**src/include/vsc_consts.svh**
```systemverilog
`ifndef VSC_CONSTS_SVH
`define VSC_CONSTS_SVH
// Contract
// - 720p24 extended reports code 09h
// - 1080p25 extended reports code 0Eh
// - 1080 PsF25 extended: 0Fh, lines 10/572
// - 1080p24 extended reports code 12h
// - 1080 PsF24 extended: 13h, lines 10/572
// - 525i 1440x487 reports 16h, lines 10/276
// - 59.94 and 60 Hz report alike
// - packets inserted into outgoing stream
// - insertion needs SMPTE mode and enable pin
// - per-feature disable bits, reset all zero
// - bit 8 picks horizontal input source
// - HD payload id: luma only, nonzero bytes
// - code in status bits 14:10, resets zero
// - code cleared when bypassed or unlocked
// register offsets
`define VSC_A_DIS 10'h000
`define VSC_A_STAT 10'h004
`define VSC_A_FMTA 10'h00a
`define VSC_A_FMTB 10'h00b
// disable register reset and writable bits
`define VSC_DIS_RST 16'h0000
`define VSC_DIS_WMASK 16'h017f
// field positions
`define VSC_B_HCFG 8
`define VSC_B_PID 6
`define VSC_B_INT 9
`define VSC_STD_HI 14
`define VSC_STD_LO 10
// special codes
`define VSC_UNK_HD 5'h1d
`define VSC_UNK_SD 5'h1e
`define VSC_RSV_A 5'h1c
`define VSC_RSV_B 5'h1f
`define VSC_LAST_720 5'h09
// scan kinds: progressive, interlaced, segmented, any non-progressive
`define VSC_SC_P 2'b00
`define VSC_SC_I 2'b01
`define VSC_SC_S 2'b11
`define VSC_SC_N 2'b10
// payload identifier lines and 525 total width
`define VSC_TOT_525 13'h06b4
`define VSC_PL_10 11'h00a
`define VSC_PL_18 11'h012
`define VSC_PL_572 11'h23c
`define VSC_PL_276 11'h114
`define VSC_PL_9 11'h009
`define VSC_PL_322 11'h142
`define VSC_FIFO_DEPTH 32
`endif

```
**src/include/vsc_pkg.sv**
```systemverilog
package vsc_pkg;
  // raster description from the detector
  typedef struct packed {
    logic        hd;
    logic [1:0]  scan;
    logic [11:0] act;
    logic [12:0] tot;
    logic [10:0] lines;
  } vsc_raster_t;
  // one table row: code plus match keys
  typedef struct packed {
    logic [4:0]  code;
    vsc_raster_t key;
  } vsc_row_t;
  // one stream word, luma and chroma with insertion slot mark
  typedef struct packed {
    logic [9:0] luma;
    logic [9:0] chroma;
    logic       pid_slot;
  } vsc_word_t;
  // per-feature insertion enables
  typedef struct packed {
    logic h_from_trs;
    logic pid_luma_only;
    logic pid;
    logic remap;
    logic edh;
    logic csum;
    logic crc;
    logic lnum;
    logic trs;
  } vsc_feat_t;
endpackage

```
**src/hw/vsc_fifo.sv**
```systemverilog
module vsc_fifo #(
  parameter int W     = 21,
  parameter int DEPTH = 32
) (
  // clock and reset
  input  wire logic         clock_i,
  input  wire logic         srst_i,
  // fill side
  input  wire logic         in_valid_i,
  input  wire logic [W-1:0] in_data_i,
  output logic              in_ready_o,
  // drain side
  output logic              out_valid_o,
  output logic [W-1:0]      out_data_o,
  input  wire logic         out_ready_i
);
  localparam int AW = $clog2(DEPTH);
  logic [W-1:0] mem [DEPTH];  // storage flops
  logic [AW:0]  wp_r, wp_nxt;  // write pointer with wrap bit
  logic [AW:0]  rp_r, rp_nxt;  // read pointer with wrap bit
  // full when pointers differ only in the wrap bit
  assign in_ready_o  = (wp_r[AW] == rp_r[AW]) || (wp_r[AW-1:0] != rp_r[AW-1:0]);
  assign out_valid_o = (wp_r != rp_r);
  assign out_data_o  = mem[rp_r[AW-1:0]];
  // pointer advance
  always_comb begin
    wp_nxt = wp_r + (AW+1)'(in_valid_i && in_ready_o);
    rp_nxt = rp_r + (AW+1)'(out_valid_o && out_ready_i);
  end
  // pointers and storage
  always_ff @(posedge clock_i) begin
    if (srst_i) begin
      wp_r <= '0;
      rp_r <= '0;
    end else begin
      wp_r <= wp_nxt;
      rp_r <= rp_nxt;
    end
    if (in_valid_i && in_ready_o) begin
      mem[wp_r[AW-1:0]] <= in_data_i;
    end
  end
endmodule

```
**src/hw/vsc_top.sv**
```systemverilog
// Added by the designer: the plain strobed port.
`include "vsc_consts.svh"
module vsc_top #(
  parameter int FIFO_DEPTH = `VSC_FIFO_DEPTH
) (
  // clock and reset
  input  wire logic                 clock_i,
  input  wire logic                 srst_i,
  // register port
  input  wire logic [9:0]           reg_addr_i,
  input  wire logic [15:0]          reg_wdata_i,
  input  wire logic                 reg_wr_i,
  input  wire logic                 reg_rd_i,
  output logic [15:0]               reg_rdata_o,
  // mode pins
  input  wire logic                 smpte_processing_select_i,
  input  wire logic                 processing_enable_pin_i,
  input  wire logic                 clock_lock_output_i,
  input  wire logic                 hd_mode_i,
  // raster from the detector
  input  wire logic                 raster_valid_i,
  input  wire vsc_pkg::vsc_raster_t raster_i,
  // video stream in
  input  wire logic                 in_valid_i,
  input  wire vsc_pkg::vsc_word_t   in_word_i,
  output logic                      in_ready_o,
  // video stream out
  output logic                      out_valid_o,
  output vsc_pkg::vsc_word_t        out_word_o,
  input  wire logic                 out_ready_i,
  // status and feature enables
  output logic [4:0]                video_std_code_o,
  output logic                      interlace_flag_o,
  output logic [10:0]               pid_line1_o,
  output logic [10:0]               pid_line2_o,
  output vsc_pkg::vsc_feat_t        feat_o
);
  localparam int NROW = 28;
  localparam int WW   = $bits(vsc_pkg::vsc_word_t);
  // standards table, earlier rows win on overlap
  localparam vsc_pkg::vsc_row_t ROWS [NROW] = '{
    '{5'h00, '{1'b1, `VSC_SC_P, 12'h500, 13'h0672, 11'h000}},
    '{5'h01, '{1'b1, `VSC_SC_P, 12'h5a0, 13'h0672, 11'h000}},
    '{5'h02, '{1'b1, `VSC_SC_P, 12'h500, 13'h0ce4, 11'h000}},
    '{5'h03, '{1'b1, `VSC_SC_P, 12'hb40, 13'h0ce4, 11'h000}},
    '{5'h04, '{1'b1, `VSC_SC_P, 12'h500, 13'h07bc, 11'h000}},
    '{5'h05, '{1'b1, `VSC_SC_P, 12'h6c0, 13'h07bc, 11'h000}},
    '{5'h06, '{1'b1, `VSC_SC_P, 12'h500, 13'h0f78, 11'h000}},
    '{5'h07, '{1'b1, `VSC_SC_P, 12'hd80, 13'h0f78, 11'h000}},
    '{5'h08, '{1'b1, `VSC_SC_P, 12'h500, 13'h101d, 11'h000}},
    '{5'h09, '{1'b1, `VSC_SC_P, 12'he10, 13'h101d, 11'h000}},
    '{5'h15, '{1'b1, `VSC_SC_I, 12'h780, 13'h0898, 11'h40b}},
    '{5'h0a, '{1'b1, `VSC_SC_N, 12'h780, 13'h0898, 11'h000}},
    '{5'h0b, '{1'b1, `VSC_SC_P, 12'h780, 13'h0898, 11'h000}},
    '{5'h0c, '{1'b1, `VSC_SC_N, 12'h780, 13'h0a50, 11'h000}},
    '{5'h0d, '{1'b1, `VSC_SC_P, 12'h780, 13'h0a50, 11'h000}},
    '{5'h0e, '{1'b1, `VSC_SC_P, 12'h900, 13'h0a50, 11'h000}},
    '{5'h0f, '{1'b1, `VSC_SC_S, 12'h900, 13'h0a50, 11'h000}},
    '{5'h10, '{1'b1, `VSC_SC_P, 12'h780, 13'h0abe, 11'h000}},
    '{5'h11, '{1'b1, `VSC_SC_S, 12'h780, 13'h0abe, 11'h000}},
    '{5'h12, '{1'b1, `VSC_SC_P, 12'h960, 13'h0abe, 11'h000}},
    '{5'h13, '{1'b1, `VSC_SC_S, 12'h960, 13'h0abe, 11'h000}},
    '{5'h14, '{1'b1, `VSC_SC_I, 12'h780, 13'h0948, 11'h000}},
    '{5'h16, '{1'b0, `VSC_SC_P, 12'h5a0, 13'h06b4, 11'h1e7}},
    '{5'h17, '{1'b0, `VSC_SC_P, 12'h5a0, 13'h06b4, 11'h1fb}},
    '{5'h19, '{1'b0, `VSC_SC_P, 12'h000, 13'h06b4, 11'h1e7}},
    '{5'h1b, '{1'b0, `VSC_SC_P, 12'h000, 13'h06b4, 11'h1fb}},
    '{5'h18, '{1'b0, `VSC_SC_P, 12'h5a0, 13'h06c0, 11'h000}},
    '{5'h1a, '{1'b0, `VSC_SC_P, 12'h000, 13'h06c0, 11'h000}}
  };

  // register state
  logic [15:0]        dis_r, dis_nxt;      // feature disable bits
  logic [15:0]        fmta_r, fmta_nxt;    // payload bytes 1 and 2
  logic [15:0]        fmtb_r, fmtb_nxt;    // payload bytes 3 and 4
  logic [15:0]        rdata_r, rdata_nxt;  // read answer, one cycle only
  // status state
  logic [4:0]         code_r, code_nxt;    // detected standard code
  logic               intl_r, intl_nxt;    // interlace flag
  logic [10:0]        pl1_r, pl1_nxt;      // first payload id line
  logic [10:0]        pl2_r, pl2_nxt;      // second payload id line
  // lookup results
  logic [NROW-1:0]    hit;                 // per-row match
  logic [4:0]         lk_code;             // chosen code
  logic [10:0]        lk_l1;               // chosen first line
  logic [10:0]        lk_l2;               // chosen second line
  // stream state
  logic               f_valid;             // fifo has a word
  vsc_pkg::vsc_word_t f_word;              // fifo head
  logic               f_ready;             // output stage can take
  logic               ov_r, ov_nxt;        // output word valid
  vsc_pkg::vsc_word_t ow_r, ow_nxt;        // output word
  logic [1:0]         bidx_r, bidx_nxt;    // payload byte index
  logic [7:0]         pbyte;               // current payload byte
  logic               proc_on;             // select and enable pins both high
  logic               std_on;              // standard may be reported

  assign proc_on = smpte_processing_select_i && processing_enable_pin_i;
  assign std_on  = smpte_processing_select_i && clock_lock_output_i;

  // per-row compare; zero active or lines means either count is fine
  // row matching
  for (genvar g = 0; g < NROW; g++) begin : g_row
    assign hit[g] = (ROWS[g].key.hd == raster_i.hd)
                 && (ROWS[g].key.tot == raster_i.tot)
                 && (ROWS[g].key.act == 12'h000 || ROWS[g].key.act == raster_i.act)
                 && (ROWS[g].key.lines == 11'h000 || ROWS[g].key.lines == raster_i.lines)
                 && (!raster_i.hd || ROWS[g].key.scan == raster_i.scan
                     || (ROWS[g].key.scan == `VSC_SC_N && raster_i.scan != `VSC_SC_P));
  end

  // pick first matching row, then its payload id lines
  // frame rate is no key, so 59.94 and 60 Hz give one code
  always_comb begin
    lk_code = raster_i.hd ? `VSC_UNK_HD : `VSC_UNK_SD;
    for (int i = NROW - 1; i >= 0; i--) begin
      if (hit[i]) begin
        lk_code = ROWS[i].code;
      end
    end
    lk_l1 = 11'h000;
    lk_l2 = 11'h000;
    if (lk_code == `VSC_UNK_HD || lk_code == `VSC_UNK_SD) begin
      // unknown raster carries no lines
      lk_l1 = 11'h000;
    end else if (lk_code <= `VSC_LAST_720) begin
      lk_l1 = `VSC_PL_10;
    end else if (raster_i.hd && raster_i.scan == `VSC_SC_P) begin
      lk_l1 = `VSC_PL_18;
    end else if (raster_i.hd) begin
      lk_l1 = `VSC_PL_10;
      lk_l2 = `VSC_PL_572;
    end else if (raster_i.tot == `VSC_TOT_525) begin
      lk_l1 = `VSC_PL_10;
      lk_l2 = `VSC_PL_276;
    end else begin
      lk_l1 = `VSC_PL_9;
      lk_l2 = `VSC_PL_322;
    end
  end

  // status next values
  always_comb begin
    code_nxt = code_r;
    intl_nxt = intl_r;
    pl1_nxt  = pl1_r;
    pl2_nxt  = pl2_r;
    if (!std_on) begin
      code_nxt = 5'h00;
      intl_nxt = 1'b0;
      pl1_nxt  = 11'h000;
      pl2_nxt  = 11'h000;
    end else if (raster_valid_i) begin
      // segmented frames report as interlaced, as they travel in fields
      code_nxt = lk_code;
      intl_nxt = raster_i.scan != `VSC_SC_P;
      pl1_nxt  = lk_l1;
      pl2_nxt  = lk_l2;
    end
  end

  // status registers
  always_ff @(posedge clock_i) begin
    if (srst_i) begin
      code_r <= 5'h00;
      intl_r <= 1'b0;
      pl1_r  <= 11'h000;
      pl2_r  <= 11'h000;
    end else begin
      code_r <= code_nxt;
      intl_r <= intl_nxt;
      pl1_r  <= pl1_nxt;
      pl2_r  <= pl2_nxt;
    end
  end

  // register port: write decode and one-cycle read answer
  always_comb begin
    dis_nxt   = dis_r;
    fmta_nxt  = fmta_r;
    fmtb_nxt  = fmtb_r;
    rdata_nxt = 16'h0000;
    if (reg_wr_i) begin
      case (reg_addr_i)
        `VSC_A_DIS:  dis_nxt  = reg_wdata_i & `VSC_DIS_WMASK;
        `VSC_A_FMTA: fmta_nxt = reg_wdata_i;
        `VSC_A_FMTB: fmtb_nxt = reg_wdata_i;
        // status and unmapped writes are dropped
        default:     dis_nxt  = dis_r;
      endcase
    end
    if (reg_rd_i) begin
      case (reg_addr_i)
        `VSC_A_DIS:  rdata_nxt = dis_r;
        `VSC_A_STAT: begin
          rdata_nxt[`VSC_STD_HI:`VSC_STD_LO] = code_r;
          rdata_nxt[`VSC_B_INT]              = intl_r;
        end
        `VSC_A_FMTA: rdata_nxt = fmta_r;
        `VSC_A_FMTB: rdata_nxt = fmtb_r;
        // unmapped reads answer zero
        default:     rdata_nxt = 16'h0000;
      endcase
    end
  end

  // register state
  always_ff @(posedge clock_i) begin
    if (srst_i) begin
      dis_r   <= `VSC_DIS_RST;
      fmta_r  <= 16'h0000;
      fmtb_r  <= 16'h0000;
      rdata_r <= 16'h0000;
    end else begin
      dis_r   <= dis_nxt;
      fmta_r  <= fmta_nxt;
      fmtb_r  <= fmtb_nxt;
      rdata_r <= rdata_nxt;
    end
  end

  // feature enables for the insertion engines downstream
  always_comb begin
    feat_o.trs   = proc_on && !dis_r[0];
    feat_o.lnum  = proc_on && !dis_r[1];
    feat_o.crc   = proc_on && !dis_r[2];
    feat_o.csum  = proc_on && !dis_r[3];
    feat_o.edh   = proc_on && !dis_r[4];
    feat_o.remap = proc_on && !dis_r[5];
    feat_o.pid   = proc_on && hd_mode_i && !dis_r[`VSC_B_PID]
                && ((fmta_r != 16'h0000) || (fmtb_r != 16'h0000));
    feat_o.pid_luma_only = hd_mode_i;
    feat_o.h_from_trs    = dis_r[`VSC_B_HCFG];
  end

  // the fifo decouples the source from output back-pressure
  vsc_fifo #(
    .W     (WW),
    .DEPTH (FIFO_DEPTH)
  ) u_fifo (
    .clock_i     (clock_i),
    .srst_i      (srst_i),
    .in_valid_i  (in_valid_i),
    .in_data_i   (in_word_i),
    .in_ready_o  (in_ready_o),
    .out_valid_o (f_valid),
    .out_data_o  (f_word),
    .out_ready_i (f_ready)
  );

  // output stage takes a word when empty or being drained
  assign f_ready = !ov_r || out_ready_i;
  // bytes go out in order 1..4, byte 1 in the low half of the first register
  assign pbyte   = bidx_r[1] ? (bidx_r[0] ? fmtb_r[15:8] : fmtb_r[7:0])
                             : (bidx_r[0] ? fmta_r[15:8] : fmta_r[7:0]);

  // insertion of payload id words into marked luma slots
  always_comb begin
    ov_nxt   = ov_r;
    ow_nxt   = ow_r;
    bidx_nxt = bidx_r;
    if (f_ready) begin
      ov_nxt = f_valid;
      if (f_valid) begin
        ow_nxt = f_word;
        if (f_word.pid_slot && feat_o.pid) begin
          ow_nxt.luma = {~(^pbyte), ^pbyte, pbyte};
          bidx_nxt    = bidx_r + 2'b01;
        end else if (!f_word.pid_slot) begin
          // a gap restarts the byte sequence
          bidx_nxt = 2'b00;
        end
      end
    end
  end

  // output stage registers
  always_ff @(posedge clock_i) begin
    if (srst_i) begin
      ov_r   <= 1'b0;
      ow_r   <= '0;
      bidx_r <= 2'b00;
    end else begin
      ov_r   <= ov_nxt;
      ow_r   <= ow_nxt;
      bidx_r <= bidx_nxt;
    end
  end

  // outputs
  assign reg_rdata_o      = rdata_r;
  assign out_valid_o      = ov_r;
  assign out_word_o       = ow_r;
  assign video_std_code_o = code_r;
  assign interlace_flag_o = intl_r;
  assign pid_line1_o      = pl1_r;
  assign pid_line2_o      = pl2_r;

  // checks
  property p_dis_wr;
    @(posedge clock_i) disable iff (srst_i)
      (reg_wr_i && reg_addr_i == `VSC_A_DIS) |=>
        (dis_r == ($past(reg_wdata_i) & `VSC_DIS_WMASK));
  endproperty
  a_dis_wr: assert property (p_dis_wr) else $error("disable register write lost");
  property p_std_clr;
    @(posedge clock_i) disable iff (srst_i)
      !std_on |=> (code_r == 5'h00 && !intl_r);
  endproperty
  a_std_clr: assert property (p_std_clr) else $error("code kept while bypassed");
  property p_stat_rd;
    @(posedge clock_i) disable iff (srst_i)
      (reg_rd_i && reg_addr_i == `VSC_A_STAT) |=>
        (reg_rdata_o[`VSC_STD_HI:`VSC_STD_LO] == $past(code_r)) ##1 (reg_rdata_o == 16'h0000
        || $past(reg_rd_i));
  endproperty
  a_stat_rd: assert property (p_stat_rd) else $error("status read answer wrong");
  property p_no_rsv;
    @(posedge clock_i) disable iff (srst_i)
      code_r != `VSC_RSV_A && code_r != `VSC_RSV_B;
  endproperty
  a_no_rsv: assert property (p_no_rsv) else $error("reserved code reported");
  property p_gate;
    @(posedge clock_i) disable iff (srst_i)
      (feat_o.trs || feat_o.pid) |-> (smpte_processing_select_i && processing_enable_pin_i);
  endproperty
  a_gate: assert property (p_gate) else $error("insertion without mode pins");
  property p_pid_en;
    @(posedge clock_i) disable iff (srst_i)
      feat_o.pid |-> (hd_mode_i && !dis_r[`VSC_B_PID] && (fmta_r | fmtb_r) != 16'h0000);
  endproperty
  a_pid_en: assert property (p_pid_en) else $error("payload id enabled wrongly");
  property p_hcfg;
    @(posedge clock_i) disable iff (srst_i)
      (reg_wr_i && reg_addr_i == `VSC_A_DIS) |=> (feat_o.h_from_trs == $past(reg_wdata_i[8]));
  endproperty
  a_hcfg: assert property (p_hcfg) else $error("horizontal source not followed");
  property p_720em;
    @(posedge clock_i) disable iff (srst_i)
      (std_on && raster_valid_i && raster_i.hd && raster_i.act == 12'he10
       && raster_i.tot == 13'h101d && raster_i.scan == `VSC_SC_P) |=> (code_r == 5'h09);
  endproperty
  a_720em: assert property (p_720em) else $error("720p24 extended code wrong");
endmodule

```
**config.mk**
```make
export PLATFORM = sky130hd
export DESIGN_NAME = vsc_top
export DESIGN_NICKNAME = d
export VERILOG_FILES = /design/src/include/vsc_pkg.sv /design/src/hw/vsc_fifo.sv /design/src/hw/vsc_top.sv
export VERILOG_INCLUDE_DIRS = /design/src /design/src/include
export SDC_FILE = /design/constraint.sdc
export NUM_CORES = 1
export LEC_CHECK = 0
export ABC_AREA = 1
export ABC_CLOCK_PERIOD_IN_PS = 4100
export BUFFER_PORTS_ARGS = -buffer_cell sky130_fd_sc_hd__buf_2
export CORE_ASPECT_RATIO = 1.2
export CORE_MARGIN = 5
export CORE_UTILIZATION = 39
export CTS_CLUSTER_SIZE = 12
export DETAILED_ROUTE_END_ITERATION = 10
export PLACE_DENSITY = 0.55
export SLEW_MARGIN = 20
export SYNTH_ARGS = -nofsm -noshare
export SYNTH_HDL_FRONTEND = slang
export SYNTH_SLANG_ARGS = --single-unit
```
**constraint.sdc**
```tcl
create_clock -name clock_i -period 4.1 [get_ports clock_i]
set_input_delay 0.205 -clock clock_i [delete_from_list [all_inputs] [get_ports clock_i]]
set_output_delay 0.205 -clock clock_i [all_outputs]
set_load 0.05 [all_outputs]
```
==> flow_summary.json, run 1 <==
{
  "status": "finished clean",
  "cp.arrival_ns": 3.43,
  "cts_resized": 0,
  "clk_pin_slew_ns": 0.07,
  "cts_setup_buffers": 0,
  "ctsHtreeMaxLevel": 3,
  "synth_cell_types": 51,
  "min_period_over_period": 0.7167,
  "start_kind": "flip-flop",
  "layout-drive-gt1-share": 0.1474,
  "cts_tree": "built",
  "cts.sinks": 777,
  "synth-simple-area-share": 0.1228,
  "slew_viol_final": 0,
  "worstMarginPinSlew_ns": 1.162,
  "cp_max_fo": 105,
  "place_ws_ns": 1.179,
  "viasPerCell": 5.568,
  "slowest_delay_ns": 0.85,
  "synth_top_family_by_area": "compound AO/OA/AOI/OAI gates",
  "ir_drop_mv": 0.4760,
  "fin_area_sq_um": 36700,
  "crit_chain": "buf_4 > o21ai_1 > o22ai_1 > nand2_1 > nand4_1 > nand2_2 > inv_2 > nand2_4 > inv_1 > nand2_1 > nand3_1 > a21oi_1",
  "placed_area_sq_um": 33910,
  "dp_hpwl_mm": 59.52,
  "ant_nets": 0,
  "grt_pass1_wl_mm": 138.3,
  "setup_viol": 0,
  "nets": 3018,
  "path_buf_inv": 3,
  "num_vias": 22410,
  "final.setup.tns_ns": 0,
  "numCtsBuffers": 82,
  "worst_slack_ns": 1.161,
  "p_leak_uw": 0.01240,
  "finalClockSkew_ns": 0.01422,
  "avgSynthCellArea_sq_um": 11.63,
  "synth_xor_area_frac": 0.003562,
  "cp.required_ns": 4.59,
  "syn_area_sq_um": 31960,
  "ys_seq_area_frac": 0.6971,
  "wl_per_cell_microns": 23.22,
  "crit_type": "flip-flop to flip-flop",
  "min_period_ns": 2.939,
  "antenna_found_initial": 0,
  "maxSlewHeadroom": 0.2250,
  "syn_to_final_growth_pct": 14.81,
  "antenna_cells": 0,
  "final_common_cell": "edfxtp_1",
  "grt_max_degree": 257,
  "core_sq_um": 81580,
  "die_y_microns": 323.6,
  "clk_latency_ns": 0.63,
  "cp-end-kind": "flip-flop",
  "rows": 115,
  "drtPass1Iterations": 6,
  "root_buffer": "clkbuf_16",
  "syn_inst": 2749,
  "synth_fa_ha_area_frac": 0.001566,
  "drc": 0,
  "max_freq_ghz": 0.3403,
  "hold_class": "primary input to flip-flop",
  "drt-initial-drc-count": 2140,
  "crit_family": "buffers and inverters",
  "layout_common_cells": "edfxtp_1, nor2_1, o21ai_0",
  "cap_violations": 0,
  "track_usage": 0.2059,
  "die_area_sq_um": 87810,
  "drt_wl_total_mm": 93.47,
  "p_per_area_nw_per_um2": 554.9,
  "routabilityCongestion": 0.8826,
  "io_pins": 173,
  "clockBufferDepth": 3,
  "initial_utilization": 0.3918,
  "grt-ovfl-total": 0,
  "ys_warn_count": 0,
  "grt_pass1_vias": 22170,
  "fp.dieW_microns": 271.3,
  "cpMaxStageDelayCell": "buf_4",
  "path_common_cell": "nand2_1",
  "synth_compound_area_frac": 0.1315,
  "rsz0062_at_grt": "no",
  "postCtsHoldBufs": 30,
  "hold_viol": 0,
  "synth-seq-cells": 777,
  "synth_mux_area_frac": 0,
  "io_buffers": 162
}
layout make-up:
| type | count | area (sq um) |
|---|---|---|
| sequential | 777 | 22290 |
| clock inverter | 27 | 186.4 |
| multi-input combinational | 1666 | 8416 |
| inverter | 128 | 498.0 |
| timing repair buffer | 262 | 1687 |
| tap | 1053 | 1318 |
| fill | 7438 | 44890 |
| clock buffer | 112 | 2302 |
report_power, final:
part / internal (uW) / leakage, uW / total [uW] / switching (uW)
Sequential: 8750 / 0.00691 / 8890 / 145
Combinational: 1100 / 0.00427 / 4460 / 3360
Clock: 4030 / 0.00122 / 7010 / 2980
Total: 13900 / 0.0124 / 20400 / 6480
synthesized netlist by cell type, drive strengths merged:
master / instances / share of area
and3: 1 / 0.00020
a211oi: 2 / 0.00047
nor3: 17 / 0.0035
nor2: 461 / 0.057
and3b: 1 / 0.00027
or2: 3 / 0.00059
dfxtp: 105 / 0.066
nand4: 46 / 0.0090
clkbuf: 111 / 0.013
nand3b: 2 / 0.00047
nand2: 243 / 0.030
inv: 124 / 0.015
a41oi: 1 / 0.00027
buf: 76 / 0.015
a21oi: 113 / 0.019
nand3: 123 / 0.019
clkinv: 4 / 0.00047
o211a: 1 / 0.00031
o21a: 1 / 0.00023
a21boi: 1 / 0.00023
o221ai: 82 / 0.022
ha: 4 / 0.0016
a31oi: 6 / 0.0016
nor3b: 1 / 0.00059
xnor2: 11 / 0.0030
o21ai: 410 / 0.064
o211ai: 13 / 0.0031
conb: 1 / 0.00012
o22ai: 102 / 0.020
nor4: 9 / 0.0020
edfxtp: 672 / 0.63
xor2: 2 / 0.00055
registers in the layout, indices dropped and copies added (netlist names):
| register | count |
|---|---|
| out_word_o | 21 |
| reg_rdata_o | 16 |
| video_std_code_o | 5 |
| interlace_flag_o | 1 |
| u_fifo.wp_r | 6 |
| pid_line2_o | 3 |
| fmtb_r | 16 |
| u_fifo.mem | 672 |
| fmta_r | 16 |
| u_fifo.rp_r | 6 |
| dis_r | 8 |
| bidx_r | 2 |
| out_valid_o | 1 |
| pid_line1_o | 4 |
routing by layer:
layer	global-route usage	vias up	part of all wire
met5	0	-	0
met2	0.3633	784	0.50
met3	0.03373	195	0.055
li1	-	10330	-
met4	0.09140	0	0.044
met1	0.2506	11100	0.40
kinds of logic after synthesis:
family | Yosys count
simple gates | 907
flops | 777
compound gates | 732
buf+inv | 315
xor+xnor | 13
fa+ha+maj | 4
other cells | 1
per-stage QoR:
step / hold slack [ns] / std cells / utilization / power (uW)
global route: 0.06073 / 4025 / 0.4498 / 21230
CTS: 0.003117 / 4025 / 0.4498 / 20560
floorplan: 0.3039 / 2758 / - / 11920
detailed placement: 0.4556 / 3856 / 0.4156 / 13530
global placement: 0.4518 / 3856 / 0.4156 / 13520
finish: 0.04251 / 4025 / 0.4498 / 20360
worst paths after layout:
kind	slack, ns	cells after the start	from	to
worst max-delay path	1.16	12	u_fifo.rp_r[1]$_SDFF_PP0_	out_word_o[19]$_SDFFE_PP0P_
worst min-delay path	0.04	6	raster_i[12]	pid_line1_o[0]$_SDFFE_PP0P_
worst max register to register	1.16	12	u_fifo.rp_r[1]$_SDFF_PP0_	out_word_o[19]$_SDFFE_PP0P_
worst min register to register	0.47	2	pid_line2_o[8]$_SDFFE_PP0P_	pid_line2_o[8]$_SDFFE_PP0P_
worst register-to-register path, cell delays in order (launching register included):
cell and delay (ns):
dfxtp_4 0.37, buf_4 0.85, o21ai_1 0.21, o22ai_1 0.34
nand2_1 0.09, nand4_1 0.20, nand2_2 0.12, inv_2 0.09
nand2_4 0.12, inv_1 0.17, nand2_1 0.10, nand3_1 0.08
a21oi_1 0.06
Power figures use the tool's default switching activity.
==> inputs of run 2 (changes only) <==
--- a/config.mk
+++ b/config.mk
@@ -6,15 +6,15 @@
 export SDC_FILE = /design/constraint.sdc
 export NUM_CORES = 1
 export LEC_CHECK = 0
-export ABC_AREA = 1
-export ABC_CLOCK_PERIOD_IN_PS = 4100
+export ABC_AREA = 0
+export ABC_CLOCK_PERIOD_IN_PS = 2650
 export BUFFER_PORTS_ARGS = -buffer_cell sky130_fd_sc_hd__buf_2
 export CORE_ASPECT_RATIO = 1.2
 export CORE_MARGIN = 5
 export CORE_UTILIZATION = 39
 export CTS_CLUSTER_SIZE = 12
 export DETAILED_ROUTE_END_ITERATION = 10
-export PLACE_DENSITY = 0.55
+export PLACE_DENSITY = 0.57
 export SLEW_MARGIN = 20
 export SYNTH_ARGS = -nofsm -noshare
 export SYNTH_HDL_FRONTEND = slang
==> constraint.sdc (replaced) <==
create_clock -name clock_i -period 2.65 [get_ports clock_i]
set_input_delay 0.1325 -clock clock_i [delete_from_list [all_inputs] [get_ports clock_i]]
set_output_delay 0.1325 -clock clock_i [all_outputs]
set_load 0.05 [all_outputs]
==> flow_summary.json, run 2 <==
{
  "min_period_over_period": 0.9673,
  "antenna_found_initial": 6,
  "nets": 2108,
  "avgSynthCellArea_sq_um": 18.20,
  "final_core_util": 0.4703,
  "syn_area_sq_um": 31240,
  "fp.dieW_microns": 268.4,
  "drtPass1Iterations": 6,
  "seq_power_share": 0.453,
  "cap_violations": 0,
  "grt_pass1_wl_mm": 119.7,
  "layout-drive-gt1-share": 0.3138,
  "p_total_uw": 30440,
  "finalClockSkew_ns": 0.03560,
  "pwr-share-clk": 0.355,
  "syn_to_final_growth_pct": 19.39,
  "slew_viol_final": 0,
  "grt_pass1_vias": 17950,
  "p_per_area_nw_per_um2": 816.0,
  "cp-end-kind": "flip-flop",
  "drt_wl_total_mm": 85.46,
  "track_usage": 0.1894,
  "ctsHtreeMaxLevel": 3,
  "min_period_ns": 2.563,
  "cts_tree": "built",
  "setup_viol": 0,
  "maxSlewHeadroom": 0.2784,
  "final.setup.tns_ns": 0,
  "synth_common_cells": "edfxtp_1, mux4_2, nand2_1, dfxtp_1, nor2_1",
  "routabilityCongestion": 0.8795,
  "largest_reg_flops": 672,
  "async_flop_share": 0,
  "final_common_cell": "edfxtp_1",
  "cts.sinks": 777,
  "grt_max_degree": 76,
  "io_buffers": 162,
  "clockBufferDepth": 3,
  "ant_nets": 0,
  "dp_hpwl_mm": 50.34,
  "root_buffer": "clkbuf_16",
  "cp_max_fo": 4,
  "p_leak_uw": 0.01183,
  "clk_latency_ns": 0.64,
  "ys.flop_type": "edfxtp_1",
  "synth_edf_count": 672,
  "rsz0062_at_grt": "yes",
  "power.internal_uw": 22400,
  "crit_type": "primary input to flip-flop",
  "worstMarginPinSlew_ns": 1.081,
  "n_fill_cell": 6631,
  "core_sq_um": 79320,
  "status": "finished clean",
  "viasPerCell": 5.625,
  "clk_pin_slew_ns": 0.06,
  "ys_seq_area_frac": 0.7131,
  "drc": 0,
  "die_y_microns": 320.1,
  "cts_setup_buffers": 0,
  "numCtsBuffers": 82,
  "syn_inst": 1717,
  "combPwrFrac": 0.193,
  "ff2ff_setup_slack_ns": 0.10,
  "synth-seq-cells": 777,
  "start_kind": "primary input",
  "initial_utilization": 0.3939,
  "post-synth-top-area-cell": "edfxtp_1",
  "max_freq_ghz": 0.3901,
  "cp.required_ns": 3.16,
  "synth_cell_types": 66,
  "p_switching_uw": 8035,
  "ys_warn_count": 0,
  "drt-initial-drc-count": 1678,
  "io_pins": 173,
  "layout_common_cells": "edfxtp_1, mux4_2, buf_2",
  "wl_per_cell_microns": 27.55,
  "die_area_sq_um": 85900,
  "yosysMostFrequentCell": "edfxtp_1",
  "grt-ovfl-total": 0,
  "ys_top_cells_by_area": "edfxtp_1, mux4_2, dfxtp_1, nand2_1, nor2_1",
  "hold_viol": 0,
  "rows": 113,
  "synth_top_area_frac": 0.6458,
  "swShare": 0.2640,
  "num_vias": 17450,
  "cp.arrival_ns": 3.08,
  "hold_class": "primary input to flip-flop",
  "ir_drop_mv": 0.7879
}
[run 2: kinds of logic after synthesis]
group,count (synthesis),share of synthesized area
multiplexers,242,0.1597
flip-flops,777,0.7131
AND/OR/NAND/NOR,407,0.06760
XOR/XNOR,21,0.005887
adder cells (fa/ha/maj),4,0.001602
buffers and inverters,116,0.01850
other,1,0.0001200
AO/OA/AOI/OAI,149,0.03352
[run 2: metrics by stage]
stage / worst slack, ns / hold WS, ns / instance area, sq um / std cells
4_1_cts: 0.0003906 / 0.009701 / 37060 / 3090
5_1_grt: -0.01661 / 0.04033 / 37300 / 3100
3_3_place_gp: 0.04042 / 0.3981 / 34140 / 2906
2_1_floorplan: -0.1415 / 0.2314 / 31350 / 1726
3_5_place_dp: 0.02434 / 0.4008 / 34140 / 2906
6_report: 0.08678 / 0.03783 / 37300 / 3102
[run 2: layer usage]
layer	global-route usage	vias up	routed length [microns]
met5	0	-	27
li1	-	7543	-
met2	0.3249	674	43550
met3	0.03514	103	5615
met4	0.04712	4	1908
met1	0.2519	9126	34360
[run 2: power by group through the flow]
stage,sequential (uW),clock [uW],combinational [uW]
after floorplan,14500,0,3500
after global placement,14000,0,5620
after detailed placement,14000,0,5650
after CTS,13700,11000,5710
after global routing,13800,11500,6280
final,13800,10800,5870
[run 2: final cells by class]
class	instances	area [sq um]	share of cell area
sequential	777	22300	0.5977
inverter	5	18.77	0.0005031
clock buffer	121	2327	0.06239
timing repair buffer	303	2490	0.06675
clock inverter	21	175.2	0.004696
multi-input combinational	838	8695	0.2331
antenna	2	5.005	0.0001342
tap	1035	1295	0.03472
[run 2: critical path, cell delays in order]
cell and delay [ns]:
dlygate4sd3_1 0.54, buf_2 0.14, nor4bb_1 0.59, nand3b_1 0.20, nor4_1 0.28, a211oi_1 0.09, or3_1 0.32, nand3_1 0.09
a31oi_1 0.09, dlygate4sd3_1 0.58
[run 2: path summary, 6_finish.rpt]
check | startpoint | end | cells past startpoint
worst min register to register | pid_line1_o[4]$_SDFFE_PP0P_ | pid_line1_o[4]$_SDFFE_PP0P_ | 2
worst max-delay path | raster_i[4] | video_std_code_o[1]$_SDFFE_PP0P_ | 10
worst max register to register | u_fifo.rp_r[0]$_SDFF_PP0_ | out_word_o[11]$_SDFFE_PP0P_ | 8
worst min-delay path | in_word_i[15] | u_fifo.mem[22][15]$_DFFE_PP_ | 1
[run 2: what timing repair did]
item | CTS | global route
pin swaps | 1 | 8
hold buffers | 42 | 0
endpoints found under the hold margin | 424 | 0
gates cloned | 0 | 10
gates resized for setup | 0 | 16
endpoints found under the setup margin | 2 | 87
==> inputs of run 3 (changes only) <==
--- a/config.mk
+++ b/config.mk
@@ -10,10 +10,11 @@
 export ABC_CLOCK_PERIOD_IN_PS = 2650
 export BUFFER_PORTS_ARGS = -buffer_cell sky130_fd_sc_hd__buf_2
 export CORE_ASPECT_RATIO = 1.2
-export CORE_MARGIN = 5
+export CORE_MARGIN = 2
 export CORE_UTILIZATION = 39
 export CTS_CLUSTER_SIZE = 12
 export DETAILED_ROUTE_END_ITERATION = 10
+export MAX_ROUTING_LAYER = met4
 export PLACE_DENSITY = 0.57
 export SLEW_MARGIN = 20
 export SYNTH_ARGS = -nofsm -noshare
==> flow_summary.json, run 3 (synthesis results as in run 2) <==
{
  "nets": 2118,
  "num_vias": 17780,
  "die_area_sq_um": 82400,
  "p_total_uw": 30160,
  "cp-end-kind": "flip-flop",
  "clk_pin_slew_ns": 0.06,
  "combPwrFrac": 0.190,
  "worstHoldEndpoint": "u_fifo.mem[22][2]$_DFFE_PP_",
  "cp_max_fo": 27,
  "layout_common_cells": "edfxtp_1, mux4_2, buf_2",
  "max_freq_ghz": 0.3890,
  "syn_to_final_growth_pct": 19.37,
  "clockBufferDepth": 3,
  "grt_pass1_vias": 18040,
  "fp.dieW_microns": 262.4,
  "cp.arrival_ns": 3.05,
  "drt_wl_total_mm": 84.54,
  "grt-ovfl-total": 0,
  "worstReg2RegStart": "u_fifo.rp_r[0]$_SDFF_PP0_",
  "stdcell_count": 3110,
  "cp.required_ns": 3.13,
  "min_period_ns": 2.571,
  "antenna_found_initial": 2,
  "viasPerCell": 5.716,
  "final_common_cell": "edfxtp_1",
  "p_switching_uw": 7933,
  "min_period_over_period": 0.9702,
  "numCtsBuffers": 80,
  "ir_drop_mv": 0.4743,
  "rr_worst_depth": 7,
  "hold_start": "in_word_i[2]",
  "track_usage": 0.2085,
  "p_per_area_nw_per_um2": 808.7,
  "cap_violations": 0,
  "worst_r2r_endpoint": "out_word_o[6]$_SDFFE_PP0P_",
  "cts_tree": "built",
  "layout-drive-gt1-share": 0.3211,
  "drc": 0,
  "rows": 113,
  "hold_viol": 0,
  "setup_viol": 0,
  "io_pins": 173,
  "io_buffers": 162,
  "multi_input_area_sq_um": 8642,
  "maxSlewHeadroom": 0.2761,
  "slew_viol_final": 0,
  "hold_class": "primary input to flip-flop",
  "p_leak_uw": 0.01186,
  "core_sq_um": 79320,
  "routabilityCongestion": 0.9156,
  "worstMarginPinSlew_ns": 1.083,
  "status": "finished clean",
  "ant_nets": 0,
  "initial_utilization": 0.3939,
  "root_buffer": "clkbuf_16",
  "grt_max_degree": 55,
  "crit_type": "flip-flop to flip-flop",
  "dp.cells": 2925,
  "finalClockSkew_ns": 0.03258,
  "swShare": 0.2630,
  "dp_hpwl_mm": 50.97,
  "drt-initial-drc-count": 1698,
  "whs_path_depth": 1,
  "start_kind": "flip-flop",
  "wl_per_cell_microns": 27.18,
  "n_fill_cell": 6657,
  "grt_pass1_wl_mm": 122.2,
  "ff2ff_setup_slack_ns": 0.08,
  "pwr-share-clk": 0.353,
  "largest_reg_flops": 672,
  "die_y_microns": 314.1,
  "power.internal_uw": 22230,
  "cts.sinks": 777,
  "regArea_sq_um": 22300,
  "drtPass1Iterations": 9,
  "seq_power_share": 0.458,
  "clk_latency_ns": 0.64,
  "ctsHtreeMaxLevel": 3
}
-- run 3: metal layers --
metal	up-vias	track usage	part of all wire
li1	7573	-	-
met4	0	0.05930	0.026
met3	143	0.02886	0.062
met2	729	0.3546	0.50
met1	9332	0.2628	0.41
met5	-	-	0
-- run 3: worst max path at each step --
stage | start | end | slack, ns | depth (start not counted)
after floorplan | u_fifo.rp_r[3]$_SDFF_PP0_ | u_fifo.mem[31][0]$_DFFE_PP_ | -0.14 | 9
after global placement | u_fifo.rp_r[0]$_SDFF_PP0_ | out_word_o[19]$_SDFFE_PP0P_ | 0.03 | 8
after detailed placement | u_fifo.rp_r[0]$_SDFF_PP0_ | out_word_o[19]$_SDFFE_PP0P_ | -0.003 | 8
after CTS | u_fifo.rp_r[0]$_SDFF_PP0_ | u_fifo.mem[10][4]$_DFFE_PP_ | 0.01 | 8
after global routing | u_fifo.rp_r[0]$_SDFF_PP0_ | out_word_o[2]$_SDFFE_PP0P_ | -0.002 | 6
final | u_fifo.rp_r[0]$_SDFF_PP0_ | out_word_o[6]$_SDFFE_PP0P_ | 0.08 | 7
-- run 3: worst max-delay path: stages (launching register included) --
cell	delay, ns
dfxtp_4	0.45
buf_12	0.17
buf_12	0.14
buf_12	0.23
mux4_2	0.56
mux4_2	0.51
mux2i_1	0.19
a211oi_1	0.10
-- run 3: area by class of cell --
| cell class | instances | area share |
|---|---|---|
| clock inverter | 18 | 0.004260 |
| sequential | 777 | 0.5979 |
| multi-input combinational | 837 | 0.2317 |
| tap | 1035 | 0.03472 |
| inverter | 5 | 0.0005032 |
| clock buffer | 121 | 0.06166 |
| antenna | 1 | 0.00006709 |
| timing repair buffer | 316 | 0.06924 |
-- run 3: power groups by stage --
stage	registers [uW]	clock network (uW)	logic (uW)
after floorplan	14500	0	3500
after global placement	14100	0	5680
after detailed placement	14100	0	5730
after CTS	13800	10900	5790
after global routing	13800	11300	6110
final	13800	10600	5720
-- run 3: stage by stage --
stage | instance area, sq um | setup TNS [ns] | worst slack, ns | utilization | hold slack, ns
2_1_floorplan | 31350 | -69.73 | -0.1415 | - | 0.2314
3_3_place_gp | 34340 | 0 | 0.02788 | 0.4329 | 0.3931
3_5_place_dp | 34340 | -0.002526 | -0.002526 | 0.4329 | 0.4033
4_1_cts | 37190 | 0 | 0.01227 | 0.4688 | 0.004941
5_1_grt | 37300 | -0.002367 | -0.002367 | 0.4702 | 0.03197
6_report | 37300 | 0 | 0.07907 | 0.4702 | 0.01684
-- run 3: timing repair --
| action | 4_1_cts | 5_1_grt |
|---|---|---|
| setup buffers | 0 | 3 |
| hold buffers | 38 | 0 |
| pin swaps | 0 | 7 |
| gates resized for setup | 2 | 8 |
| hold endpoints to repair | 244 | 0 |
| setup endpoints to repair | 8 | 132 |
| cloned | 0 | 4 |
